File: src/alu_pkg.sv
// Package with field positions, operation codes and timing counts for the compact ALU decoder.
// Function
// [RULE_01] Immediate format: imm8 in [7:0], register in [10:8], opcode in [12:11].
// [RULE_02] Immediate opcode 00 writes the zero-extended immediate to the register.
// [RULE_03] Immediate opcode 01 compares register with immediate, flags only.
// [RULE_04] Immediate opcode 10 adds immediate to register and writes back.
// [RULE_05] Immediate opcode 11 subtracts immediate from register and writes back.
// [RULE_06] Every operation of both formats updates the condition flags.
// [RULE_07] Each operation takes as many cycles as its full-width equivalent.
// [RULE_08] Register format: destination in [2:0], second source in [5:3], 4-bit opcode.
// [RULE_09] Codes 0000, 1100, 1110 do AND, OR, bit clear; 1111 inverts source.
// [RULE_10] Code 0001 writes exclusive OR of destination and second source.
// [RULE_11] Codes 0010, 0011, 0100, 0111 shift left, right, arithmetic, rotate by source.
// [RULE_12] Code 0101 adds destination, source and carry.
// [RULE_13] Code 0110 subtracts source and inverted carry from destination.
// [RULE_14] Code 1000 sets flags from AND without writing.
// [RULE_15] Code 1001 writes zero minus second source.
// [RULE_16] Code 1010 sets flags from destination minus source without writing.
// [RULE_17] Code 1011 sets flags from destination plus source without writing.
// [RULE_18] Code 1101 writes low 32 bits of source times destination.
// [RULE_19] Compare and test operations suppress the register write enable.
package alu_pkg;
  localparam int IMM_LSB      = 0;
  localparam int IMM_W        = 8;
  localparam int IMM_RD_LSB   = 8;
  localparam int IMM_OP_LSB   = 11;
  localparam int REG_RD_LSB   = 0;
  localparam int REG_RS_LSB   = 3;
  localparam int REG_OP_LSB   = 6;
  localparam int FMT_IMM_LSB  = 13;
  localparam int FMT_REG_LSB  = 10;
  localparam logic [2:0] FMT_IMM_CODE = 3'h1;
  localparam logic [5:0] FMT_REG_CODE = 6'h10;
  // Multiply early-termination step: 8 multiplier bits per internal cycle.
  localparam int MUL_STEP_BITS = 8;
  localparam logic [1:0] IMM_MOV = 2'h0;
  localparam logic [1:0] IMM_CMP = 2'h1;
  localparam logic [1:0] IMM_ADD = 2'h2;
  localparam logic [1:0] IMM_SUB = 2'h3;
  typedef enum logic [3:0] {
    OP_AND = 4'h0, OP_EOR_X = 4'h1, OP_SHL = 4'h2, OP_SHR = 4'h3,
    OP_SAR = 4'h4, OP_ADDC = 4'h5, OP_SUBC = 4'h6, OP_ROTR = 4'h7,
    OP_TEST = 4'h8, OP_NEGATE = 4'h9, OP_COMPARE = 4'ha, OP_COMPARE_NEG = 4'hb,
    OP_OR = 4'hc, OP_MULT = 4'hd, OP_BITCLR = 4'he, OP_MOVINV = 4'hf
  } reg_op_e;
  localparam logic [3:0] FLAGS_RESET = 4'h0;
endpackage

File: src/alu_shifter.sv
// Register-specified shifter with carry-out for the register ALU format.
`timescale 1ns/1ps
module alu_shifter (
  // Operand and amount.
  input  wire logic [31:0] value,
  input  wire logic [7:0]  amount,
  input  wire logic [1:0]  kind,
  input  wire logic        carryIn,
  // Result.
  output logic      [31:0] result,
  output logic             carryOut
);
  logic [63:0] wide;
  logic [4:0]  rot;

  // Amounts of 32 and more follow register-shift semantics; zero leaves carry unchanged.
  always_comb begin
    result   = value;
    carryOut = carryIn;
    wide     = 64'h0;
    rot      = amount[4:0];
    if (amount != 8'h0) begin
      case (kind)
        2'h0: begin
          if (amount > 8'd32) begin
            result   = 32'h0;
            carryOut = 1'b0;
          end else begin
            wide     = {32'h0, value} << amount[5:0];
            result   = wide[31:0];
            carryOut = wide[32];
          end
        end
        2'h1: begin
          if (amount > 8'd32) begin
            result   = 32'h0;
            carryOut = 1'b0;
          end else begin
            wide     = {value, 32'h0} >> amount[5:0];
            result   = wide[63:32];
            carryOut = wide[31];
          end
        end
        2'h2: begin
          if (amount >= 8'd32) begin
            result   = {32{value[31]}};
            carryOut = value[31];
          end else begin
            wide     = $signed({value, 32'h0}) >>> amount[4:0];
            result   = wide[63:32];
            carryOut = wide[31];
          end
        end
        default: begin
          result   = (value >> rot) | (value << (6'd32 - {1'b0, rot}));
          carryOut = result[31];
        end
      endcase
    end
  end
endmodule

File: src/compact_alu_op_decode.sv
// Decode and execute of the immediate and register ALU compressed formats.
`timescale 1ns/1ps
module compact_alu_op_decode
  import alu_pkg::*;
(
  // Clock and reset.
  input  wire logic        clk,
  input  wire logic        rst,
  // Instruction issue.
  input  wire logic        instrValid,
  input  wire logic [15:0] instr,
  output logic             instrReady,
  // Register file read ports, driven combinationally from the instruction.
  output logic [2:0]       rdAddr,
  output logic [2:0]       rsAddr,
  input  wire logic [31:0] rdData,
  input  wire logic [31:0] rsData,
  // Register file write port.
  output logic             wrEn,
  output logic [2:0]       wrAddr,
  output logic [31:0]      wrData,
  // Condition flags N, Z, C, V.
  output logic [3:0]       programStatusFlags,
  output logic             flagsUpdated,
  output logic             illegalFmt
);
  import alu_pkg::*;

  typedef enum logic [1:0] {IDLE, MUL_BUSY} state_e;

  typedef struct packed {
    state_e      state;
    logic [3:0]  flags;
    logic        wrEn;
    logic [2:0]  wrAddr;
    logic [31:0] wrData;
    logic        upd;
    logic        illegal;
    logic [2:0]  mulLeft;
    logic [31:0] mulRes;
  } state_s;

  state_s cur_q, nxt_d;

  logic        isImm, isReg;
  logic [1:0]  immOp;
  reg_op_e     regOp;
  logic [32:0] sum;
  logic [31:0] res, opA, opB, shRes;
  logic        cOut, vOut, doWrite, setsLogicC, shC;
  logic [2:0]  mulCycles;

  // Multiplier cycles depend on how many upper bytes are all zeros or all ones.
  function automatic logic [2:0] mul_cycles(input logic [31:0] m);
    if (m[31:8] == 24'h0 || m[31:8] == 24'hffffff) mul_cycles = 3'd1;
    else if (m[31:16] == 16'h0 || m[31:16] == 16'hffff) mul_cycles = 3'd2;
    else if (m[31:24] == 8'h0 || m[31:24] == 8'hff) mul_cycles = 3'd3;
    else mul_cycles = 3'd4;
  endfunction

  // Format decode of the two compressed forms.
  assign isImm  = instr[15:FMT_IMM_LSB] == FMT_IMM_CODE;
  assign isReg  = instr[15:FMT_REG_LSB] == FMT_REG_CODE;
  assign immOp  = instr[IMM_OP_LSB +: 2];                      // see [RULE_01]
  assign regOp  = reg_op_e'(instr[REG_OP_LSB +: 4]);           // see [RULE_08]
  assign rdAddr = isImm ? instr[IMM_RD_LSB +: 3] : instr[REG_RD_LSB +: 3]; // see [RULE_01]
  assign rsAddr = instr[REG_RS_LSB +: 3];                       // see [RULE_08]
  assign instrReady = cur_q.state == IDLE;
  assign mulCycles  = mul_cycles(rsData);

  // Shifter kinds are 0 left, 1 logical right, 2 arithmetic right and 3 rotate; each op
  // is matched by name except rotate, the default, since the opcodes do not map onto the kinds by plain arithmetic.
  alu_shifter u_shift (
    .value    (rdData),
    .amount   (rsData[7:0]),
    .kind     ((regOp == OP_SAR) ? 2'h2 : (regOp == OP_SHR) ? 2'h1 :
               (regOp == OP_SHL) ? 2'h0 : 2'h3),                       // see [RULE_11]
    .carryIn  (cur_q.flags[1]),
    .result   (shRes),
    .carryOut (shC)
  );

  // Arithmetic and logic result selection.
  always_comb begin
    opA        = rdData;
    opB        = 32'h0;
    sum        = 33'h0;
    res        = 32'h0;
    cOut       = cur_q.flags[1];
    vOut       = cur_q.flags[0];
    doWrite    = 1'b1;
    setsLogicC = 1'b0;
    if (isImm) begin
      opB = {24'h0, instr[IMM_LSB +: IMM_W]};                  // see [RULE_01]
      case (immOp)
        IMM_MOV: res = opB;                                    // see [RULE_02]
        IMM_ADD: begin
          sum = {1'b0, opA} + {1'b0, opB};                      // see [RULE_04]
          res = sum[31:0];
        end
        default: begin
          sum = {1'b0, opA} + {1'b0, ~opB} + 33'h1;             // see [RULE_05]
          res = sum[31:0];
          doWrite = immOp != IMM_CMP;                           // see [RULE_03] [RULE_19]
        end
      endcase
      if (immOp != IMM_MOV) begin
        cOut = sum[32];
        vOut = (opA[31] == (immOp == IMM_ADD ? opB[31] : ~opB[31])) && (res[31] != opA[31]);
      end
    end else begin
      opB = rsData;
      case (regOp)
        OP_AND, OP_TEST: res = opA & opB;                      // see [RULE_09] [RULE_14]
        OP_OR:      res = opA | opB;                           // see [RULE_09]
        OP_BITCLR:  res = opA & ~opB;                          // see [RULE_09]
        OP_MOVINV:  res = ~opB;                                // see [RULE_09]
        OP_EOR_X:   res = opA ^ opB;                           // see [RULE_10]
        OP_SHL, OP_SHR, OP_SAR, OP_ROTR: begin
          res = shRes;                                         // see [RULE_11]
          setsLogicC = 1'b1;
        end
        OP_ADDC: sum = {1'b0, opA} + {1'b0, opB} + {32'h0, cur_q.flags[1]}; // see [RULE_12]
        OP_SUBC: sum = {1'b0, opA} + {1'b0, ~opB} + {32'h0, cur_q.flags[1]}; // see [RULE_13]
        OP_NEGATE: begin
          opA = 32'h0;
          sum = {1'b0, ~opB} + 33'h1;                           // see [RULE_15]
        end
        OP_COMPARE: sum = {1'b0, opA} + {1'b0, ~opB} + 33'h1;  // see [RULE_16]
        OP_COMPARE_NEG: sum = {1'b0, opA} + {1'b0, opB};       // see [RULE_17]
        default: res = opB * opA;                              // see [RULE_18]
      endcase
      case (regOp)
        OP_ADDC, OP_COMPARE_NEG: begin
          res  = sum[31:0];
          cOut = sum[32];
          vOut = (opA[31] == opB[31]) && (res[31] != opA[31]);
        end
        OP_SUBC, OP_NEGATE, OP_COMPARE: begin
          res  = sum[31:0];
          cOut = sum[32];
          vOut = (opA[31] != opB[31]) && (res[31] != opA[31]);
        end
        default: cOut = setsLogicC ? shC : cur_q.flags[1];
      endcase
      // Flag-only operations leave the destination untouched.
      doWrite = !(regOp == OP_TEST || regOp == OP_COMPARE || regOp == OP_COMPARE_NEG); // see [RULE_19]
    end
  end

  // Next-state logic: single-cycle ops retire at once, multi-cycle multiply holds issue busy.
  always_comb begin
    nxt_d         = cur_q;
    nxt_d.wrEn    = 1'b0;
    nxt_d.upd     = 1'b0;
    nxt_d.illegal = 1'b0;
    case (cur_q.state)
      IDLE: begin
        if (instrValid && !(isImm || isReg)) begin
          nxt_d.illegal = 1'b1;
        end else if (instrValid && isReg && regOp == OP_MULT && mulCycles != 3'd1) begin
          // Multiply is held back so its latency matches the full-width form.
          nxt_d.state   = MUL_BUSY;                            // see [RULE_07]
          nxt_d.mulLeft = mulCycles - 3'd1;
          nxt_d.mulRes  = res;
          nxt_d.wrAddr  = rdAddr;
        end else if (instrValid) begin
          nxt_d.wrEn   = doWrite;                              // see [RULE_19]
          nxt_d.wrAddr = rdAddr;
          nxt_d.wrData = res;
          nxt_d.flags  = {res[31], res == 32'h0, cOut, vOut};  // see [RULE_06]
          nxt_d.upd    = 1'b1;                                 // see [RULE_06]
        end
      end
      MUL_BUSY: begin
        nxt_d.mulLeft = cur_q.mulLeft - 3'd1;
        if (cur_q.mulLeft == 3'd1) begin
          nxt_d.state  = IDLE;                                 // see [RULE_07]
          nxt_d.wrEn   = 1'b1;
          nxt_d.wrData = cur_q.mulRes;
          nxt_d.flags  = {cur_q.mulRes[31], cur_q.mulRes == 32'h0, cur_q.flags[1:0]}; // see [RULE_06]
          nxt_d.upd    = 1'b1;
        end
      end
      default: nxt_d.state = IDLE;
    endcase
  end

  // State register.
  always_ff @(posedge clk or posedge rst) begin
    if (rst) begin
      cur_q <= '{state: IDLE, flags: FLAGS_RESET, wrEn: 1'b0, wrAddr: 3'h0,
                 wrData: 32'h0, upd: 1'b0, illegal: 1'b0, mulLeft: 3'h0, mulRes: 32'h0};
    end else begin
      cur_q <= nxt_d;
    end
  end

  // Registered outputs.
  assign wrEn               = cur_q.wrEn;
  assign wrAddr             = cur_q.wrAddr;
  assign wrData             = cur_q.wrData;
  assign programStatusFlags = cur_q.flags;
  assign flagsUpdated       = cur_q.upd;
  assign illegalFmt         = cur_q.illegal;
endmodule

File: config.mk
export PLATFORM = sky130hd
export DESIGN_NAME = compact_alu_op_decode
export DESIGN_NICKNAME = d
export VERILOG_FILES = /design/src/alu_pkg.sv /design/src/alu_shifter.sv /design/src/compact_alu_op_decode.sv
export SDC_FILE = /design/constraint.sdc
export NUM_CORES = 2
export LEC_CHECK = 0
export ABC_AREA = 0
export CAP_MARGIN = 10
export CELL_PAD_IN_SITES_DETAIL_PLACEMENT = 1
export CELL_PAD_IN_SITES_GLOBAL_PLACEMENT = 2
export CORE_MARGIN = 8
export CORE_UTILIZATION = 40
export DETAILED_ROUTE_END_ITERATION = 7
export DONT_BUFFER_PORTS = 1
export PLACE_DENSITY = 0.88
export SYNTH_ARGS = -nofsm -noshare
export SYNTH_HDL_FRONTEND = slang
export SYNTH_HIERARCHICAL = 1
export SYNTH_SLANG_ARGS = --single-unit
File: constraint.sdc
create_clock -name clk -period 3.75 [get_ports clk]
set_input_delay 0.1875 -clock clk [delete_from_list [all_inputs] [get_ports clk]]
set_output_delay 0.1875 -clock clk [all_outputs]
set_load 0.03 [all_outputs]
Yosys cells after proc, flatten, opt, wreduce, memory -nomap -nowiden
Index checks and enable logic that the tools add are counted.
{"block": "totals", "out_inout_bits": 49, "word_cells": 178, "in_bits": 83, "register_bits": 79}
{"block": "op_classes", "addsub": 12, "reduce_logical": 44, "n_bitwise": 10, "shifts": 5, "n_mux": 55, "n_eq_ne": 38, "n_mul": 1, "n_lt_le_gt_ge": 2}
{"cell": "$mux W32", "count": 9}
{"cell": "$pmux W32 S6", "count": 1}
{"cell": "$pmux W33 S5", "count": 1}
{"cell": "$pmux W33 S2", "count": 2}
{"cell": "$add A32 B32 Y33", "count": 3}
{"cell": "$mux W33", "count": 3}
{"cell": "$pmux W32 S3", "count": 1}
{"cell": "$mux W35", "count": 2}
{"cell": "$add A33 B1 Y33", "count": 2}
{"cell": "$add A33 B1 Y33 const B", "count": 2}
{"cell": "$and A32 B32 Y32", "count": 2}
{"cell": "$logic_not A32 Y1", "count": 2}
{"cell": "$or A32 B32 Y32", "count": 2}
{"cell": "$pmux W32 S2", "count": 1}
{"cell": "$shr A64 B6 Y64", "count": 1}
{"cell": "$sshr A64 B5 Y64", "count": 1}
{"cell": "$mux W43", "count": 1}
{"cell": "$mux W41", "count": 1}
{"cell": "$add A32 B1 Y33 const B", "count": 1}
{"cell": "$add A32 B8 Y33", "count": 1}
{"cell": "$shl A32 B6 Y33", "count": 1}
{"cell": "$eq A4 B4 Y1 const B", "count": 8}
{"cell": "$mul A32 B32 Y32", "count": 1}
{"cell": "$not A32 Y32", "count": 1}
{"cell": "53 further kinds", "count": 117}

Logic depth before layout (Yosys ltp)
{"block": "logic_depth", "depth_word": 15, "mapped_depth": 33, "depth_no_buf": 31}

By module
The synthesis kept the hierarchy.
{"mod": "compact_alu_op_decode", "n_inst": 1, "seq_area_each_um2": 1926.8, "cells_per_inst": 3887, "area_per_inst_um2": 30400.4}
{"mod": "alu_shifter", "n_inst": 1, "seq_area_each_um2": 0.0, "cells_per_inst": 885, "area_per_inst_um2": 7153.1}

Least setup slack after synthesis
OpenSTA, ideal clock, no wires.
{"block": "synth_timing", "kind": "input -> register", "startpoint": "input port rdData[8]", "endpoint": "register cur_q, in the netlist programStatusFlags[2]", "setup_time_ps": 92, "path_slack_ps": -3793, "n_path_buf": 3, "cell_stages": 27, "arrival_ps": 7451, "t_required_ps": 3658, "path_cell_list": "clkbuf_1 -> clkbuf_1 -> buf_1 -> nand2_1 -> fa_1 -> fa_1 -> fa_1 -> fa_1 -> fa_1 -> inv_1 -> fa_1 -> inv_1 -> fa_1 -> fa_1 -> inv_1 -> ha_1 -> or3_1 -> o211a_1 -> a221o_1 -> a21o_1 -> a31oi_1 -> xnor2_1 -> a221oi_1 -> nor2b_1 -> a32oi_1 -> nand4_1 -> o31ai_2"}
{"block": "synth_between", "elab_chain_cells": 12, "elab_cells_between_ends": 36, "classes_between": "add/sub: 8; mul: 1; shift: 5; mux: 16; bitwise: 5; reduce/logical: 1"}
{"item": "start, declared", "line_no": "compact_alu_op_decode.sv:16", "source": "input wire logic [31:0] rdData,"}
{"item": "parallel branches: the longest is 6 deep, another holds $mul A32 B32 Y32"}
{"item": "$mux W32 *", "line_no": "compact_alu_op_decode.sv:93", "source": "if (isImm) begin"}
{"item": "$logic_not A32 Y1 *", "line_no": "compact_alu_op_decode.sv:171", "source": "nxt_d.flags = {res[31], res == 32'h0, cOut, vOut};"}
{"item": "$mux W41 *", "line_no": "compact_alu_op_decode.sv:167", "source": "end else if (instrValid) begin"}
{"item": "$mux W5 *", "line_no": "compact_alu_op_decode.sv:161", "source": "end else if (instrValid && isReg && regOp == OP_MULT && mulCycles != 3'd1) begin"}
{"item": "$mux W43 *", "line_no": "compact_alu_op_decode.sv:159", "source": "if (instrValid && !(isImm || isReg)) begin"}
{"item": "$pmux W5 S2 *", "line_no": "compact_alu_op_decode.sv:157", "source": "case (cur_q.state)"}
{"item": "end signal, assigned", "line_no": "compact_alu_op_decode.sv:192", "source": "cur_q <= '{state: IDLE, flags: FLAGS_RESET, wrEn: 1'b0, wrAddr: 3'h0,"}
{"item": "end signal, assigned", "line_no": "compact_alu_op_decode.sv:195", "source": "cur_q <= nxt_d;"}
{"item": "end, declared", "line_no": "compact_alu_op_decode.sv:43", "source": "state_s cur_q, nxt_d;"}
Every way passes the cells marked *. The select of a mux whose other input is x is not followed.
A chain may end at the register's enable or synchronous reset.

Worst setup path in the final report
{"block": "layout_timing", "startpoint": "input port rdData[6]", "endpoint": "register cur_q, in the netlist programStatusFlags[2]"}
The elaborated chain is that of the path after synthesis.

==> summary.txt <==
Run status
  • Status: complete, but fails checks
  • Failing checks: negative setup slack

Place
  • Setup slack at placement: -3.78 ns
  • Dpl cells: 6686
  • IO buf count: 0
  • Routability Congestion: 1.08
  • Post-DP HPWL: 161000 um

GRT
  • Grt ovf: 0
  • Largest net degree at the start of global routing: 118
  • Initial antenna violation count: 22
  • Vias in the first global route: 48.8k
  • First-pass GRT wire length: 320000 um
  • Total GRT Usage: 41.0%

Clocking
  • Clock Latency Late Sink: 0.37 ns
  • TritonCTS buffer count: 9
  • Clock tree buffer depth: 2
  • TritonCTS clock tree: done
  • TritonCTS sink count: 77
  • Max H-tree Level: 3
  • Clk root buf: clkbuf_16
  • Reg clk slew, reported paths: 0.07 ns

Setup path
  • CP delay by family, top: adder cells
  • CP Data Required Time: 4.02 ns
  • Critical Setup Path Class: in2reg
  • CP peak stage delay: 0.59 ns
  • Critical Path Start Type: primary input
  • Setup crit end kind: register
  • Most used cell, CP: fa_1
  • CP Max Fanout: 37
  • Slowest CP cell: fa_1
  • Buf+Inv Stages, Crit Path: 7
  • Crit path DAT: 7.60 ns

Cells and area
  • Fill count: 11.1k
  • Core Util, Final: 52.7%
  • Area Growth Syn to Fin: 30.7%
  • Nets: 6228
  • Share of cells above drive strength 1: 32.6%
  • Non-Filler Instances: 6761

Synth
  • Flops & latches, synth: 77
  • Post-synthesis average cell area: 7.87 sq um
  • Syn_nets: 5510
  • Yosys warning count: 6
  • Distinct cells, synth: 123
  • Number of synthesized flops with an enable pin: 0
  • Mapped cell area: 37600 sq um
  • Post-synth ARST share: 100%
  • Post-Synthesis Cells: 4772
  • Seq/Total Area, Yosys: 5.13%
  • Ys flop type: dfrtp_1

Floorplanning
  • Die Y-Extent: 322 um
  • Die width: 322 um
  • Initial Util: 40.3%
  • Rows: 112
  • Core area: 93200 sq um
  • Number of I/O pins: 132
  • Die area: 104000 sq um

Min path
  • Worst min path class: in2reg

STA
  • Rel. slew slack: 18.4%
  • Final period utilization: 195%
  • Final max-slew violation count: 0
  • Achievable Freq: 0.137 GHz
  • Worst Skew: 0.0187 ns
  • RSZ-0062 raised after global routing: true
  • Fin. Hold Viols: 0
  • Final setup vio count: 59
  • Slack of the critical path: -3.58 ns
  • Slew @ Worst Pin: 1.22 ns
  • Final worst path period need: 7.33 ns

Routing
  • ANT nets after route: 0
  • DR vias/cell: 6.83
  • Final WL: 227000 um
  • Routed len/inst: 33.5 um
  • DRC viols: 0
  • TritonRoute pass-1 iters: 7
  • DR vias: 46.2k
  • DR iter-0 viols: 6006

Run
  • Max-cap violations: 0
## per-layer routing
layer | vias up | GRT usage [%] | share of wire [%]
met2 | 3799 | 62.9 | 42
met4 | 22 | 32.2 | 10
li1 | 18100 | - | -
met5 | - | 0 | 0.064
met1 | 22800 | 46.8 | 34
met3 | 1457 | 13.7 | 14
## placed cells by master (no fill, tap or decap), types with 42 or more instances in the layout
| master | netlist | routed |
|---|---|---|
| o22ai_1 | 54 | 52 |
| xnor2_1 | 198 | 186 |
| a211oi_1 | 70 | 53 |
| nand2_2 | 3 | 42 |
| o21ai_0 | 176 | 129 |
| buf_6 | 9 | 54 |
| mux4_2 | 85 | 85 |
| a31oi_1 | 60 | 54 |
| fa_2 | 0 | 56 |
| mux2i_1 | 60 | 60 |
| fa_1 | 412 | 356 |
| a21o_1 | 43 | 43 |
| nor4_1 | 47 | 46 |
| a21oi_1 | 221 | 204 |
| mux2_2 | 59 | 58 |
| inv_2 | 9 | 43 |
| nor2_1 | 438 | 414 |
| ha_4 | 0 | 43 |
| dfrtp_1 | 77 | 77 |
| nand2_1 | 658 | 604 |
| nor3_1 | 83 | 75 |
| ha_1 | 243 | 196 |
| inv_1 | 380 | 332 |
| a22oi_1 | 48 | 47 |
| nand3_1 | 118 | 112 |
| buf_4 | 50 | 1028 |
## timing repair
item / in CTS / in global routing
pin swaps: 116 / 122
endpoints found under the setup margin: 57 / 67
hold buffers: 2 / 0
resized for setup: 292 / 205
setup buffers: 47 / 28
endpoints found under the hold margin: 41 / 0
## Yosys cell counts, types with 30 or more instances
master | n | area (sq um)
a211oi_1 | 70 | 526
a21o_1 | 43 | 323
a21oi_1 | 221 | 1110
a221oi_1 | 38 | 333
a22oi_1 | 48 | 360
a31oi_1 | 60 | 375
and3_1 | 34 | 213
buf_1 | 44 | 165
buf_2 | 47 | 235
buf_4 | 50 | 375
clkbuf_1 | 255 | 957
dfrtp_1 | 77 | 1930
fa_1 | 412 | 8250
ha_1 | 243 | 3040
inv_1 | 380 | 1430
mux2_2 | 59 | 664
mux2i_1 | 60 | 601
mux4_2 | 85 | 1910
nand2_1 | 658 | 2470
nand3_1 | 118 | 591
nand4_1 | 38 | 238
nor2_1 | 438 | 1640
nor2b_1 | 40 | 250
nor3_1 | 83 | 415
nor4_1 | 47 | 294
o211ai_1 | 35 | 263
o21a_1 | 30 | 225
o21ai_0 | 176 | 881
o221ai_1 | 39 | 342
o22ai_1 | 54 | 338
o31ai_1 | 31 | 233
xnor2_1 | 198 | 1730
xor2_1 | 43 | 377
## worst register-to-register path, cell delays in order, from the launching register on
cell     delay (ns)
dfrtp_1        0.37
buf_12         0.14
ha_1           0.18
ha_1           0.18
nand2_1        0.10
nor4_1         0.45
nand4_1        0.25
buf_4          0.24
a21oi_1        0.20
a31oi_1        0.17
o21ai_1        0.33
a31oi_1        0.20
or4b_1         0.58
nor4_1         0.31
nand4_1        0.16
o31ai_2        0.19
## registers in the layout, indices dropped and copies added, names as in the netlist
name / count
wrAddr: 3
wrData: 31
cur_q: 36
flagsUpdated: 1
illegalFmt: 1
wrEn: 1
programStatusFlags: 4
## logic make-up (layout without fill, tap and decap cells)
logic type      Yosys count  count (layout)  synth area share, %
buf+inv                 822            1545                 9.10
mux                     214             214                 9.05
flops                    77              77                 5.13
compound gates         1106            1106                 20.6
fa+ha+maj               656             656                 30.1
xor+xnor                243             243                 5.71
simple gates           1654            1654                 20.4
other cells               0              12                    0
## cell type report
cell class                 instances  area [sq um]  area share, %
multi-input combinational       3873         34700           70.7
clock inverter                     5          33.8         0.0688
tap                             1254          1570           3.20
antenna                           12          30.0         0.0612
inverter                         416          1680           3.42
clock buffer                      11           243          0.494
timing repair buffer            1113          8900           18.1
sequential                        77          1930           3.93
## metrics by stage
| stage | hold WS, ns | setup TNS [ns] | instance area [sq um] |
|---|---|---|---|
| detailed placement | 0.204 | -152.04 | 46300 |
| floorplan | 0.327 | -110.85 | 38700 |
| finish | 0.00975 | -134.90 | 49100 |
| global route | 0.0185 | -137.30 | 49100 |
| global placement | 0.200 | -144.21 | 46300 |
| CTS | 0.00982 | -121.65 | 48200 |
## path summary, 6_finish.rpt
kind	start	end	slack (ns)	depth (start not counted)
max	rdData[6]	programStatusFlags[2]	-3.58	27
min	instr[0]	wrAddr[0]	0.01	2
max reg2reg	programStatusFlags[1]	programStatusFlags[2]	-0.36	15
min reg2reg	cur_q[13]	cur_q[13]	0.52	2
max in group asynchronous	rst	programStatusFlags[0]	2.37	3
min in group asynchronous	rst	flagsUpdated	0.39	2
Power is left out: the tool's default activity adds up to more than one toggle a clock period on the data nets, which glitch-free logic cannot reach.
